**src/logic/spp_pkg.sv**
```systemverilog
// Operation
// - 8-bit address, 32-bit shared data bus
// - host drives select low to access
// - host drives read strobe low to read
// - host drives write strobe low to write
// - pick high loads host side, low protocol
// - host raises interrupt line toward chip
// - load enable high during firmware download
// - host drives load finished during download
// - host uses pio continue for pio handshake
// - no host interrupt while chip busy
// - host answers dma request with grant low
// - all signals are level sensitive
// - host loads both controllers after reset
// - registers are memory mapped to host
package spp_pkg;
  localparam int ADDR_W = 8;  // address bus width
  localparam int DATA_W = 32; // data bus width
  localparam logic [3:0] SETUP_CYC = 4'h1; // cycles address stands before strobe
  localparam logic [3:0] STROBE_CYC = 4'h2; // least strobe low time in cycles
  localparam logic [3:0] ZERO_CNT = 4'h0;   // counter reset value
  localparam logic [ADDR_W-1:0] ADDR_RST = 8'h00; // idle address
  localparam logic [DATA_W-1:0] DATA_RST = 32'h0000_0000; // idle data
  localparam logic [1:0] CMD_READ = 2'h1;   // command code: bus read
  localparam logic [1:0] CMD_WRITE = 2'h2;  // command code: bus write
  localparam logic [1:0] CMD_LOAD = 2'h3;   // command code: firmware word load
  typedef enum logic [2:0] {
    ST_IDLE   = 3'b000,
    ST_SETUP  = 3'b001,
    ST_STROBE = 3'b010,
    ST_HOLD   = 3'b011,
    ST_DONE   = 3'b100
  } spp_state_t;
endpackage

```
**src/logic/spp_sync_level.sv**
```systemverilog
`timescale 1ns/1ps
// registers a level input from the device side
module spp_sync_level import spp_pkg::*; #(
  parameter logic RST_VAL = 1'b0  // value held during reset
) (
  input  wire logic clk_sys_in,   // system clock
  input  wire logic resetn_in,    // synchronous reset, active low
  input  wire logic level_in,     // raw level from device
  output logic      level_out     // registered level
);
  logic next_level; // next registered value

  // take the level, or the idle value in reset
  always_comb begin
    next_level = resetn_in ? level_in : RST_VAL;
  end

  // register only
  always_ff @(posedge clk_sys_in) begin
    level_out <= next_level;
  end
endmodule

```
**src/logic/spp_host_ctrl.sv**
```systemverilog
`timescale 1ns/1ps
// host side controller: runs device bus cycles, firmware load, irq and dma handshake
module spp_host_ctrl import spp_pkg::*; #(
  parameter int ADDR_WIDTH = ADDR_W,
  parameter int DATA_WIDTH = DATA_W
) (
  input  wire logic                  clk_sys_in,          // system clock
  input  wire logic                  resetn_in,           // synchronous reset, active low
  // user command port
  input  wire logic                  cmd_valid_in,        // command request level
  input  wire logic [1:0]            cmd_kind_in,         // read, write or load
  input  wire logic [ADDR_WIDTH-1:0] cmd_addr_in,         // register address
  input  wire logic [DATA_WIDTH-1:0] cmd_wdata_in,        // write data
  input  wire logic                  cmd_pick_in,         // load target: 1 host side ctrl
  output logic                       cmd_ready_out,       // idle, command may be taken
  output logic                       cmd_done_out,        // one-cycle completion pulse
  output logic [DATA_WIDTH-1:0]      cmd_rdata_out,       // read result
  input  wire logic                  load_mode_in,        // firmware download in progress
  input  wire logic                  load_finish_in,      // user says download finished
  input  wire logic                  irq_req_in,          // user wants to interrupt chip
  input  wire logic                  pio_in,              // user pio handshake level
  input  wire logic                  dma_accept_in,       // user accepts dma requests
  output logic                       dev_irq_out,         // registered chip interrupt
  output logic                       dev_ready_out,       // registered chip ready
  output logic                       dma_pending_out,     // chip requests dma
  // device pins
  output logic [ADDR_WIDTH-1:0]      addr_out,            // address bus
  output logic                       bus_select_low_out,  // chip select, active low
  output logic                       read_strobe_low_out, // read strobe, active low
  output logic                       write_strobe_low_out,// write strobe, active low
  output logic [DATA_WIDTH-1:0]      data_out,            // data bus drive value
  output logic                       data_oe_out,         // high while host drives data
  input  wire logic [DATA_WIDTH-1:0] data_in,             // data bus level
  output logic                       controller_pick_out, // download target
  output logic                       host_to_chip_irq_out,// interrupt to chip
  output logic                       firmware_load_enable_out, // download enable
  output logic                       load_finished_out,   // download finished
  output logic                       pio_continue_out,    // pio handshake
  output logic                       dma_grant_low_out,   // dma acknowledge, active low
  input  wire logic                  chip_to_host_irq_in, // interrupt from chip
  input  wire logic                  ready_in,            // chip ready
  input  wire logic                  busy_in,             // chip in service routine
  input  wire logic                  access_stall_low_in, // chip wait, active low
  input  wire logic                  dma_request_low_in   // chip dma request, active low
);
  spp_state_t                state, next_state;  // bus cycle sequencer
  logic [3:0]                cnt, next_cnt;      // phase counter
  logic [1:0]                kind, next_kind;    // latched command kind
  logic [ADDR_WIDTH-1:0]     next_addr;          // next address pins
  logic [DATA_WIDTH-1:0]     next_data;          // next data drive value
  logic [DATA_WIDTH-1:0]     next_rdata;         // next read result
  logic                      next_cs;            // next select, active low
  logic                      next_rd;            // next read strobe, active low
  logic                      next_wr;            // next write strobe, active low
  logic                      next_oe;            // next data drive enable
  logic                      next_done;          // next completion pulse
  logic                      next_rdy;           // next idle flag
  logic                      next_pick;          // next download target
  logic                      next_irq;           // next interrupt to chip
  logic                      next_load;          // next download enable
  logic                      next_fin;           // next download finished
  logic                      next_pio;           // next pio handshake
  logic                      next_dack;          // next dma grant, active low
  logic                      next_pend;          // next dma pending flag
  logic                      busy_q;             // registered busy level
  logic                      stall_q;            // registered wait level, active low
  logic                      dreq_q;             // registered dma request, active low

  // registered device levels, all level sensitive
  spp_sync_level #(.RST_VAL(1'b0)) u_irq (
    .clk_sys_in (clk_sys_in),
    .resetn_in  (resetn_in),
    .level_in   (chip_to_host_irq_in),
    .level_out  (dev_irq_out)
  );
  spp_sync_level #(.RST_VAL(1'b0)) u_rdy (
    .clk_sys_in (clk_sys_in),
    .resetn_in  (resetn_in),
    .level_in   (ready_in),
    .level_out  (dev_ready_out)
  );
  spp_sync_level #(.RST_VAL(1'b0)) u_busy (
    .clk_sys_in (clk_sys_in),
    .resetn_in  (resetn_in),
    .level_in   (busy_in),
    .level_out  (busy_q)
  );
  spp_sync_level #(.RST_VAL(1'b1)) u_stall (
    .clk_sys_in (clk_sys_in),
    .resetn_in  (resetn_in),
    .level_in   (access_stall_low_in),
    .level_out  (stall_q)
  );
  spp_sync_level #(.RST_VAL(1'b1)) u_dreq (
    .clk_sys_in (clk_sys_in),
    .resetn_in  (resetn_in),
    .level_in   (dma_request_low_in),
    .level_out  (dreq_q)
  );

  // bus cycle sequencer next state
  always_comb begin
    next_state = state;
    next_cnt   = cnt;
    next_kind  = kind;
    next_addr  = addr_out;
    next_data  = data_out;
    next_oe    = data_oe_out;
    next_cs    = bus_select_low_out;
    next_rd    = read_strobe_low_out;
    next_wr    = write_strobe_low_out;
    next_rdata = cmd_rdata_out;
    next_pick  = controller_pick_out;
    next_done  = 1'b0;
    next_rdy   = 1'b0;
    case (state)
      ST_IDLE: begin
        next_rdy = 1'b1;
        if (cmd_valid_in && cmd_ready_out) begin
          // address and select first, strobes later
          next_state = ST_SETUP;
          next_rdy   = 1'b0;
          next_cnt   = ZERO_CNT;
          next_kind  = cmd_kind_in;
          next_addr  = cmd_addr_in;
          next_cs    = 1'b0;
          if (cmd_kind_in != CMD_READ) begin
            next_data = cmd_wdata_in;
            next_oe   = 1'b1;
          end
          if (cmd_kind_in == CMD_LOAD) begin
            next_pick = cmd_pick_in;
          end
        end
      end
      ST_SETUP: begin
        next_cnt = cnt + 4'h1;
        if (cnt + 4'h1 >= SETUP_CYC) begin
          next_state = ST_STROBE;
          next_cnt   = ZERO_CNT;
          if (kind == CMD_READ) begin
            next_rd = 1'b0;
          end else begin
            next_wr = 1'b0;
          end
        end
      end
      ST_STROBE: begin
        if (cnt < STROBE_CYC) begin
          next_cnt = cnt + 4'h1;
        end
        // hold strobe while the chip asks to wait
        if (cnt + 4'h1 >= STROBE_CYC && stall_q) begin
          next_state = ST_HOLD;
          if (kind == CMD_READ) begin
            next_rdata = data_in;
          end
          next_rd = 1'b1;
          next_wr = 1'b1;
        end
      end
      ST_HOLD: begin
        // release select and data after strobes rise
        next_state = ST_DONE;
        next_cs    = 1'b1;
        next_oe    = 1'b0;
      end
      ST_DONE: begin
        next_state = ST_IDLE;
        next_done  = 1'b1;
      end
      default: begin
        next_state = ST_IDLE;
      end
    endcase
    if (!resetn_in) begin
      // idle bus during reset
      next_state = ST_IDLE;
      next_cnt   = ZERO_CNT;
      next_kind  = CMD_READ;
      next_addr  = ADDR_RST;
      next_data  = DATA_RST;
      next_oe    = 1'b0;
      next_cs    = 1'b1;
      next_rd    = 1'b1;
      next_wr    = 1'b1;
      next_rdata = DATA_RST;
      next_pick  = 1'b0;
      next_done  = 1'b0;
      next_rdy   = 1'b0;
    end
  end

  // side band next values
  always_comb begin
    next_load = load_mode_in;
    next_fin  = load_mode_in & load_finish_in;
    next_irq  = irq_req_in & ~busy_q & ~busy_in;
    next_pio  = pio_in;
    next_dack = ~(dma_accept_in & ~dreq_q);
    next_pend = ~next_dack | ~dreq_q;                  // request seen or grant given
    if (!resetn_in) begin
      next_load = 1'b0;
      next_fin  = 1'b0;
      next_irq  = 1'b0;
      next_pio  = 1'b0;
      next_dack = 1'b1;
      next_pend = 1'b0;
    end
  end

  // register all state and pins
  always_ff @(posedge clk_sys_in) begin
    state                    <= next_state;
    cnt                      <= next_cnt;
    kind                     <= next_kind;
    addr_out                 <= next_addr;
    data_out                 <= next_data;
    data_oe_out              <= next_oe;
    bus_select_low_out       <= next_cs;
    read_strobe_low_out      <= next_rd;
    write_strobe_low_out     <= next_wr;
    cmd_rdata_out            <= next_rdata;
    controller_pick_out      <= next_pick;
    cmd_done_out             <= next_done;
    cmd_ready_out            <= next_rdy;
    firmware_load_enable_out <= next_load;
    load_finished_out        <= next_fin;
    host_to_chip_irq_out     <= next_irq;
    pio_continue_out         <= next_pio;
    dma_grant_low_out        <= next_dack;
    dma_pending_out          <= next_pend;
  end
endmodule

```
**config.mk**
```make
export PLATFORM = sky130hd
export DESIGN_NAME = spp_host_ctrl
export DESIGN_NICKNAME = d
export VERILOG_FILES = /design/src/logic/spp_pkg.sv /design/src/logic/spp_sync_level.sv /design/src/logic/spp_host_ctrl.sv
export SDC_FILE = /design/constraint.sdc
export NUM_CORES = 1
export LEC_CHECK = 0
export ABC_CLOCK_PERIOD_IN_PS = 3500
export BUFFER_PORTS_ARGS = -buffer_cell sky130_fd_sc_hd__buf_4
export CAP_MARGIN = 20
export CORE_ASPECT_RATIO = 0.5
export CORE_MARGIN = 3
export CORE_UTILIZATION = 50
export DETAILED_ROUTE_END_ITERATION = 6
export PLACE_DENSITY = 0.84
export SETUP_SLACK_MARGIN = 0.15
export SYNTH_ARGS = -nofsm -noshare
export SYNTH_HDL_FRONTEND = slang
export SYNTH_SLANG_ARGS = --single-unit
```
**constraint.sdc**
```tcl
create_clock -name clk_sys_in -period 3.5 [get_ports clk_sys_in]
set_input_delay 0.175 -clock clk_sys_in [delete_from_list [all_inputs] [get_ports clk_sys_in]]
set_output_delay 0.175 -clock clk_sys_in [all_outputs]
set_load 0.01 [all_outputs]
```
# After elaboration in Yosys (flattened, before gate mapping)

Index checks and enable logic that the tools add are counted.

Register bits: 99
Bits of input ports: 88
Output and inout bits: 87
Logic and storage cells: 90

Add/subtract/negate cells: 1
Magnitude comparators: 3
Equal/unequal tests: 14
Multiplexer cells: 22
Bitwise logic cells: 9
Reduce and logical (&&, ||, !) cells: 17

Operators with widths:

| cell                                                                         | number |
|---|---|
| 3-bit AND reduction                                                          | 6 |
| 2-bit != test, second input constant                                         | 7 |
| 4-bit 2-to-1 mux                                                             | 3 |
| 3-bit one-hot mux with 4 select lines                                        | 1 |
| 4-bit one-hot mux with 3 select lines                                        | 1 |
| 1-bit 2-to-1 mux                                                             | 10 |
| 3-bit 2-to-1 mux                                                             | 3 |
| 1-bit one-hot mux with 2 select lines                                        | 4 |
| 4-bit AND reduction                                                          | 2 |
| 3-bit by 2-bit equality test with 1-bit output, second input constant        | 2 |
| 2-bit AND reduction                                                          | 3 |
| 4-bit by 1-bit adder with 4-bit output, second input constant                | 1 |
| 1-bit bitwise AND                                                            | 4 |
| 4-bit by 1-bit >= comparator with 1-bit output, second input constant        | 1 |
| 4-bit by 2-bit >= comparator with 1-bit output, second input constant        | 1 |
| 4-bit by 2-bit less-than comparator with 1-bit output, second input constant | 1 |
| 1-bit NOT                                                                    | 4 |
| 2-bit nonzero test                                                           | 2 |
| 3-bit by 1-bit equality test with 1-bit output, second input constant        | 1 |
| 3-bit equality test, second input constant                                   | 1 |
| 3-bit zero test                                                              | 1 |
| 3-bit nonzero test                                                           | 1 |
| 2-bit by 1-bit equality test with 1-bit output, second input constant        | 1 |
| 2-bit equality test, second input constant                                   | 1 |
| 3 further kinds                                                              | 4 |

# Depth between registers and ports, before layout

Word-level depth: 5
Depth in mapped cells: 8
Mapped depth without buffers: 6

# Hierarchy

From an unflattened synthesis, not the netlist that was laid out.

Cell total of the unflattened synthesis: 392
Area, all modules: 3,763.6 µm²

By module, submodules not included:

| module         | times used | cells each | area an instance (µm²) | seq. area each (µm²) |
|---|---|---|---|---|
| spp_host_ctrl  | 1          | 382        | 3,632.2                | 1,881.8 |
| spp_sync_level | 5          | 2          | 26.3                   | 20.0 |

# Least setup slack after synthesis

Ideal clock, no wire load.

Path kind: reg2reg
Start point: register cnt[0]
End point: register cmd_rdata_out[10]
Library setup time: 0.118 ns
Arrival time: 1.967 ns
Data required time: 3.382 ns
Setup slack: 1.415 ns
Stages on the path, launching flop included: 9
Buffers on the path: 2
Clock period less this slack: 2.085 ns
Cells stage by stage: dfxtp_1 -> inv_1 -> ha_1 -> or4_1 -> o211a_1 -> and3_4 -> buf_6 -> buf_12 -> mux2i_1

Word-level cells in the longest chain between the ends: 4

Ends and longest elaborated chain:

| element                                        | line                 | text |
|---|---|---|
| start: declaration                             | spp_host_ctrl.sv:47  | `logic [3:0] cnt, next_cnt;` |
| start signal: assignment                       | spp_host_ctrl.sv:215 | `cnt <= next_cnt;` |
| 4-bit by 1-bit adder with 4-bit output         | spp_host_ctrl.sv:153 | `if (cnt + 4'h1 >= STROBE_CYC && stall_q) begin` |
| 4-bit by 2-bit >= comparator with 1-bit output | spp_host_ctrl.sv:153 |  |
| 1-bit logical AND                              | spp_host_ctrl.sv:153 |  |
| 3-bit AND reduction (no line)                  | n/a                  |  |
| end signal: assignment                         | spp_host_ctrl.sv:223 | `cmd_rdata_out <= next_rdata;` |
| end: declaration                               | spp_host_ctrl.sv:17  | `output logic [DATA_WIDTH-1:0] cmd_rdata_out,` |

Every way passes these cells.
A chain may end at the register's enable or synchronous reset.

# Final worst setup path

Start point: register cnt[0]
End point: register cmd_rdata_out[22]

Same word-level chain as after synthesis.

==> flow_summary_export.csv <==
group,metric,value,unit
run_status,status,"finished, final reports clean",
synth,synth_top_family_by_area,"simple AND/OR/NAND/NOR gates",
floorplan,ios,175,
placed_design,gp_congestion,0.788,
job,drv_cap,0,
synth,synth-compound-area-share,0.0988,
synth,synth_seq_cells,99,
setup_path,rr_worst_depth,6,
finish,antenna_cells,0,
setup_path,reg2reg_from,"cnt[0]",
timing,fmax,0.452,GHz
timing,skew,0.00600,ns
synth,synthSimpleGateAreaFrac,0.222,
setup_path,slowest_stage,"or4_1",
setup_path,crit_path_end_kind,"flip-flop",
clocking,cts_tree,"done",
global_route,grt_pass1_vias,3033,
route,vias,3313,
clocking,clock_tree.buffer_depth,2,
synth,synthMuxAreaShare,0.107,
clocking,cts_resized,0,
placed_design,port_buffers,174,
setup_path,max_stage_delay,0.47,ns
floorplan,floorplan.initialDensity,0.545,
min_path,hp-start,"dma_request_low_in",
timing,maxSlewHeadroom,0.378,
min_path,min_to,"u_dreq.level_out",
clocking,cts_buffers,9,
power,ir_drop,0.000308,V
setup_path,worstPathRequired,3.70,ns
global_route,grt_pass1_wl,14.3,mm
timing,fin_ws,1.29,ns
power,p_per_area,448,nW/um2
route,ant_nets,0,
route,first_pass_iters,4,
power,power_leakage,2.36,nW
setup_path,start_kind,"flip-flop",
global_route,grt_max_degree,99,
timing,rsz0062_at_grt,"no",
route,avgRoutedWirePerCell,13.6,um
placed_design,place_ws,1.30,ns
route,maxUsedRoutingLayer,"met4",
synth,synthFlopType,"dfxtp_1",
synth,synthDistinctLibCells,36,
floorplan,die_w,130,um
synth,syn_nets,509,
route,wl_met2,4.39,mm
global_route,grtUsageTotal,0.205,
synth,synthesis.area,3840,um2
setup_path,cp.arrival,2.41,ns
floorplan,num_rows,21,
timing,setup_viol,0,
route,drtIter0Drc,168,
floorplan,dieArea,8830,um2
route,drc,0,
finish,area_growth,41.5,%
synth,synthAdderAreaFrac,0.00978,
setup_path,r2r_slack,1.29,ns
synth,synth-xor-area-share,0,
timing,holdWs,0.0177,ns
floorplan,dieHeight,68.0,um
setup_path,r2r_end,"cmd_rdata_out[22]",
timing,hold_violations,0,
route,wl_met1,3.86,mm
global_route,grt_overflow_total,0,
clocking,cts-root-buf,"clkbuf_16",
timing,finalCritPeriodShare,0.632,
clocking,insertion_delay,0.33,ns
min_path,whs_path_depth,2,
synth,syn_inst,418,
setup_path,worstSetupPathType,"reg -> reg",
timing,finalMaxSlewViolations,0,
finish,nNetsFinal,670,
timing,setup_tns,0,ns
clocking,cts_htree_levels,3,
clocking,clk_pin_slew,0.06,ns
min_path,min-delay-path-class,"in -> reg",
setup_path,cp_cell_sequence,"inv_1 -> ha_1 -> or4_1 -> o211a_1 -> and3_4 -> mux2i_1",
synth,syn_avg_cell_area,9.18,um2
setup_path,cp_max_fo,32,
synth,synth-edff-count,0,
finish,drive_gt1_frac,0.336,
route,wl_met3,800,um
synth,yosysTopAreaCell,"dfxtp_1",
timing,layout_min_cycle_time,2.21,ns
floorplan,core,7040,um2
timing,worstMarginPinSlew,0.933,ns
synth,yosysTopAreaCellShare,0.516,
synth,async_flop_share,0,
route,wirelength,9.21,mm
placed_design,dpl.hpwl,6.47,mm
synth,synth_area_leaders,"dfxtp_1, nand2_1, mux2i_1",
synth,yosysWarnings,0,
synth,yosysSeqAreaShare,0.516,
route,viasPerCell,4.90,
clocking,clkSinkCount,99,
global_route,antenna_found_initial,0,
cells in the final DEF, fill, tap and decap left out, drive strengths merged, types with 4 or more instances in the layout:
cell type / count
buf: 177
nand2: 143
dfxtp: 99
mux2i: 41
a21boi: 35
clkbuf: 12
nor2b: 11
nor2: 10
and2: 6
nand3: 5
o21ai: 4
and3: 4
power by group:
| part | internal (mW) | total, mW | switching, mW |
|---|---|---|---|
| registers | 1.16 | 1.18 | 0.0180 |
| logic | 0.143 | 0.263 | 0.119 |
| clock network | 0.592 | 0.990 | 0.399 |
sequential cells by signal, summed over array words and instances, names as in the netlist, 2 cells and up:
signal and cells:
cmd_rdata_out 32, cnt 4, kind 2, state 3, data_out 32, addr_out 8
layout make-up:
class / instances / area (um2)
flip-flops and latches: 99 / 1980
multi-input cells: 288 / 1680
fillers: 552 / 1610
repair buffers: 178 / 1340
clock buffers: 12 / 256
well taps: 92 / 115
clock inverters: 4 / 48.8
inverters: 3 / 11.3
cells by family (layout without fill, tap and decap cells):
kind of cell / Yosys count / after routing
simple gates: 194 / 194
flops: 99 / 99
compound gates: 50 / 50
mux: 41 / 41
buf+inv: 31 / 197
fa+ha+maj: 3 / 3
metrics by stage:
stage	util	power [mW]	std cells	cell area, um2
3_3_place_gp	0.727	1.46	659	5120
2_1_floorplan	-	1.32	418	3840
4_1_cts	0.771	2.45	676	5430
6_report	0.771	2.43	676	5430
3_5_place_dp	0.727	1.47	659	5120
5_1_grt	0.771	2.52	676	5430
synthesized netlist by cell type, drive strengths merged, types with 3 or more instances:
cell type and instances:
dfxtp 99, nand2b 3, nor3b 3, mux2i 41, clkbuf 20, o21ai 4, nand3 5, ha 3
and2 6, a21oi 3, nand2 143, a21boi 35, nor2 10, buf 8, inv 3, nor2b 11
and3 4
worst max-delay path by stage:
| stage | cells past startpoint | start | end |
|---|---|---|---|
| 3_3_place_gp | 6 | cnt[0] | cmd_rdata_out[12] |
| 4_1_cts | 6 | cnt[0] | cmd_rdata_out[14] |
| 6_report | 6 | cnt[0] | cmd_rdata_out[22] |
| 2_1_floorplan | 8 | cnt[0] | cmd_rdata_out[10] |
| 5_1_grt | 6 | cnt[0] | cmd_rdata_out[14] |
| 3_5_place_dp | 6 | cnt[0] | cmd_rdata_out[22] |
routing by layer:
metal  vias to the layer above  GRT usage
li1                       1685          -
met1                      1503      0.243
met2                       112      0.353
met3                        13     0.0772
met4                         0     0.0635
met5                         -          0
repair_timing:
item                                   in CTS  in global routing
endpoints found under the hold margin       1                  0
hold buffers                                1                  0
buffers inserted                            0                  0
critical path, delay by kind of cell, from the launching register on:
family	cells	cell delay, ns
compound gates	1	0.23
fa+ha+maj	1	0.32
buf+inv	1	0.09
flops	1	0.42
mux	1	0.18
simple gates	2	0.82
Power figures use the tool's default switching activity.
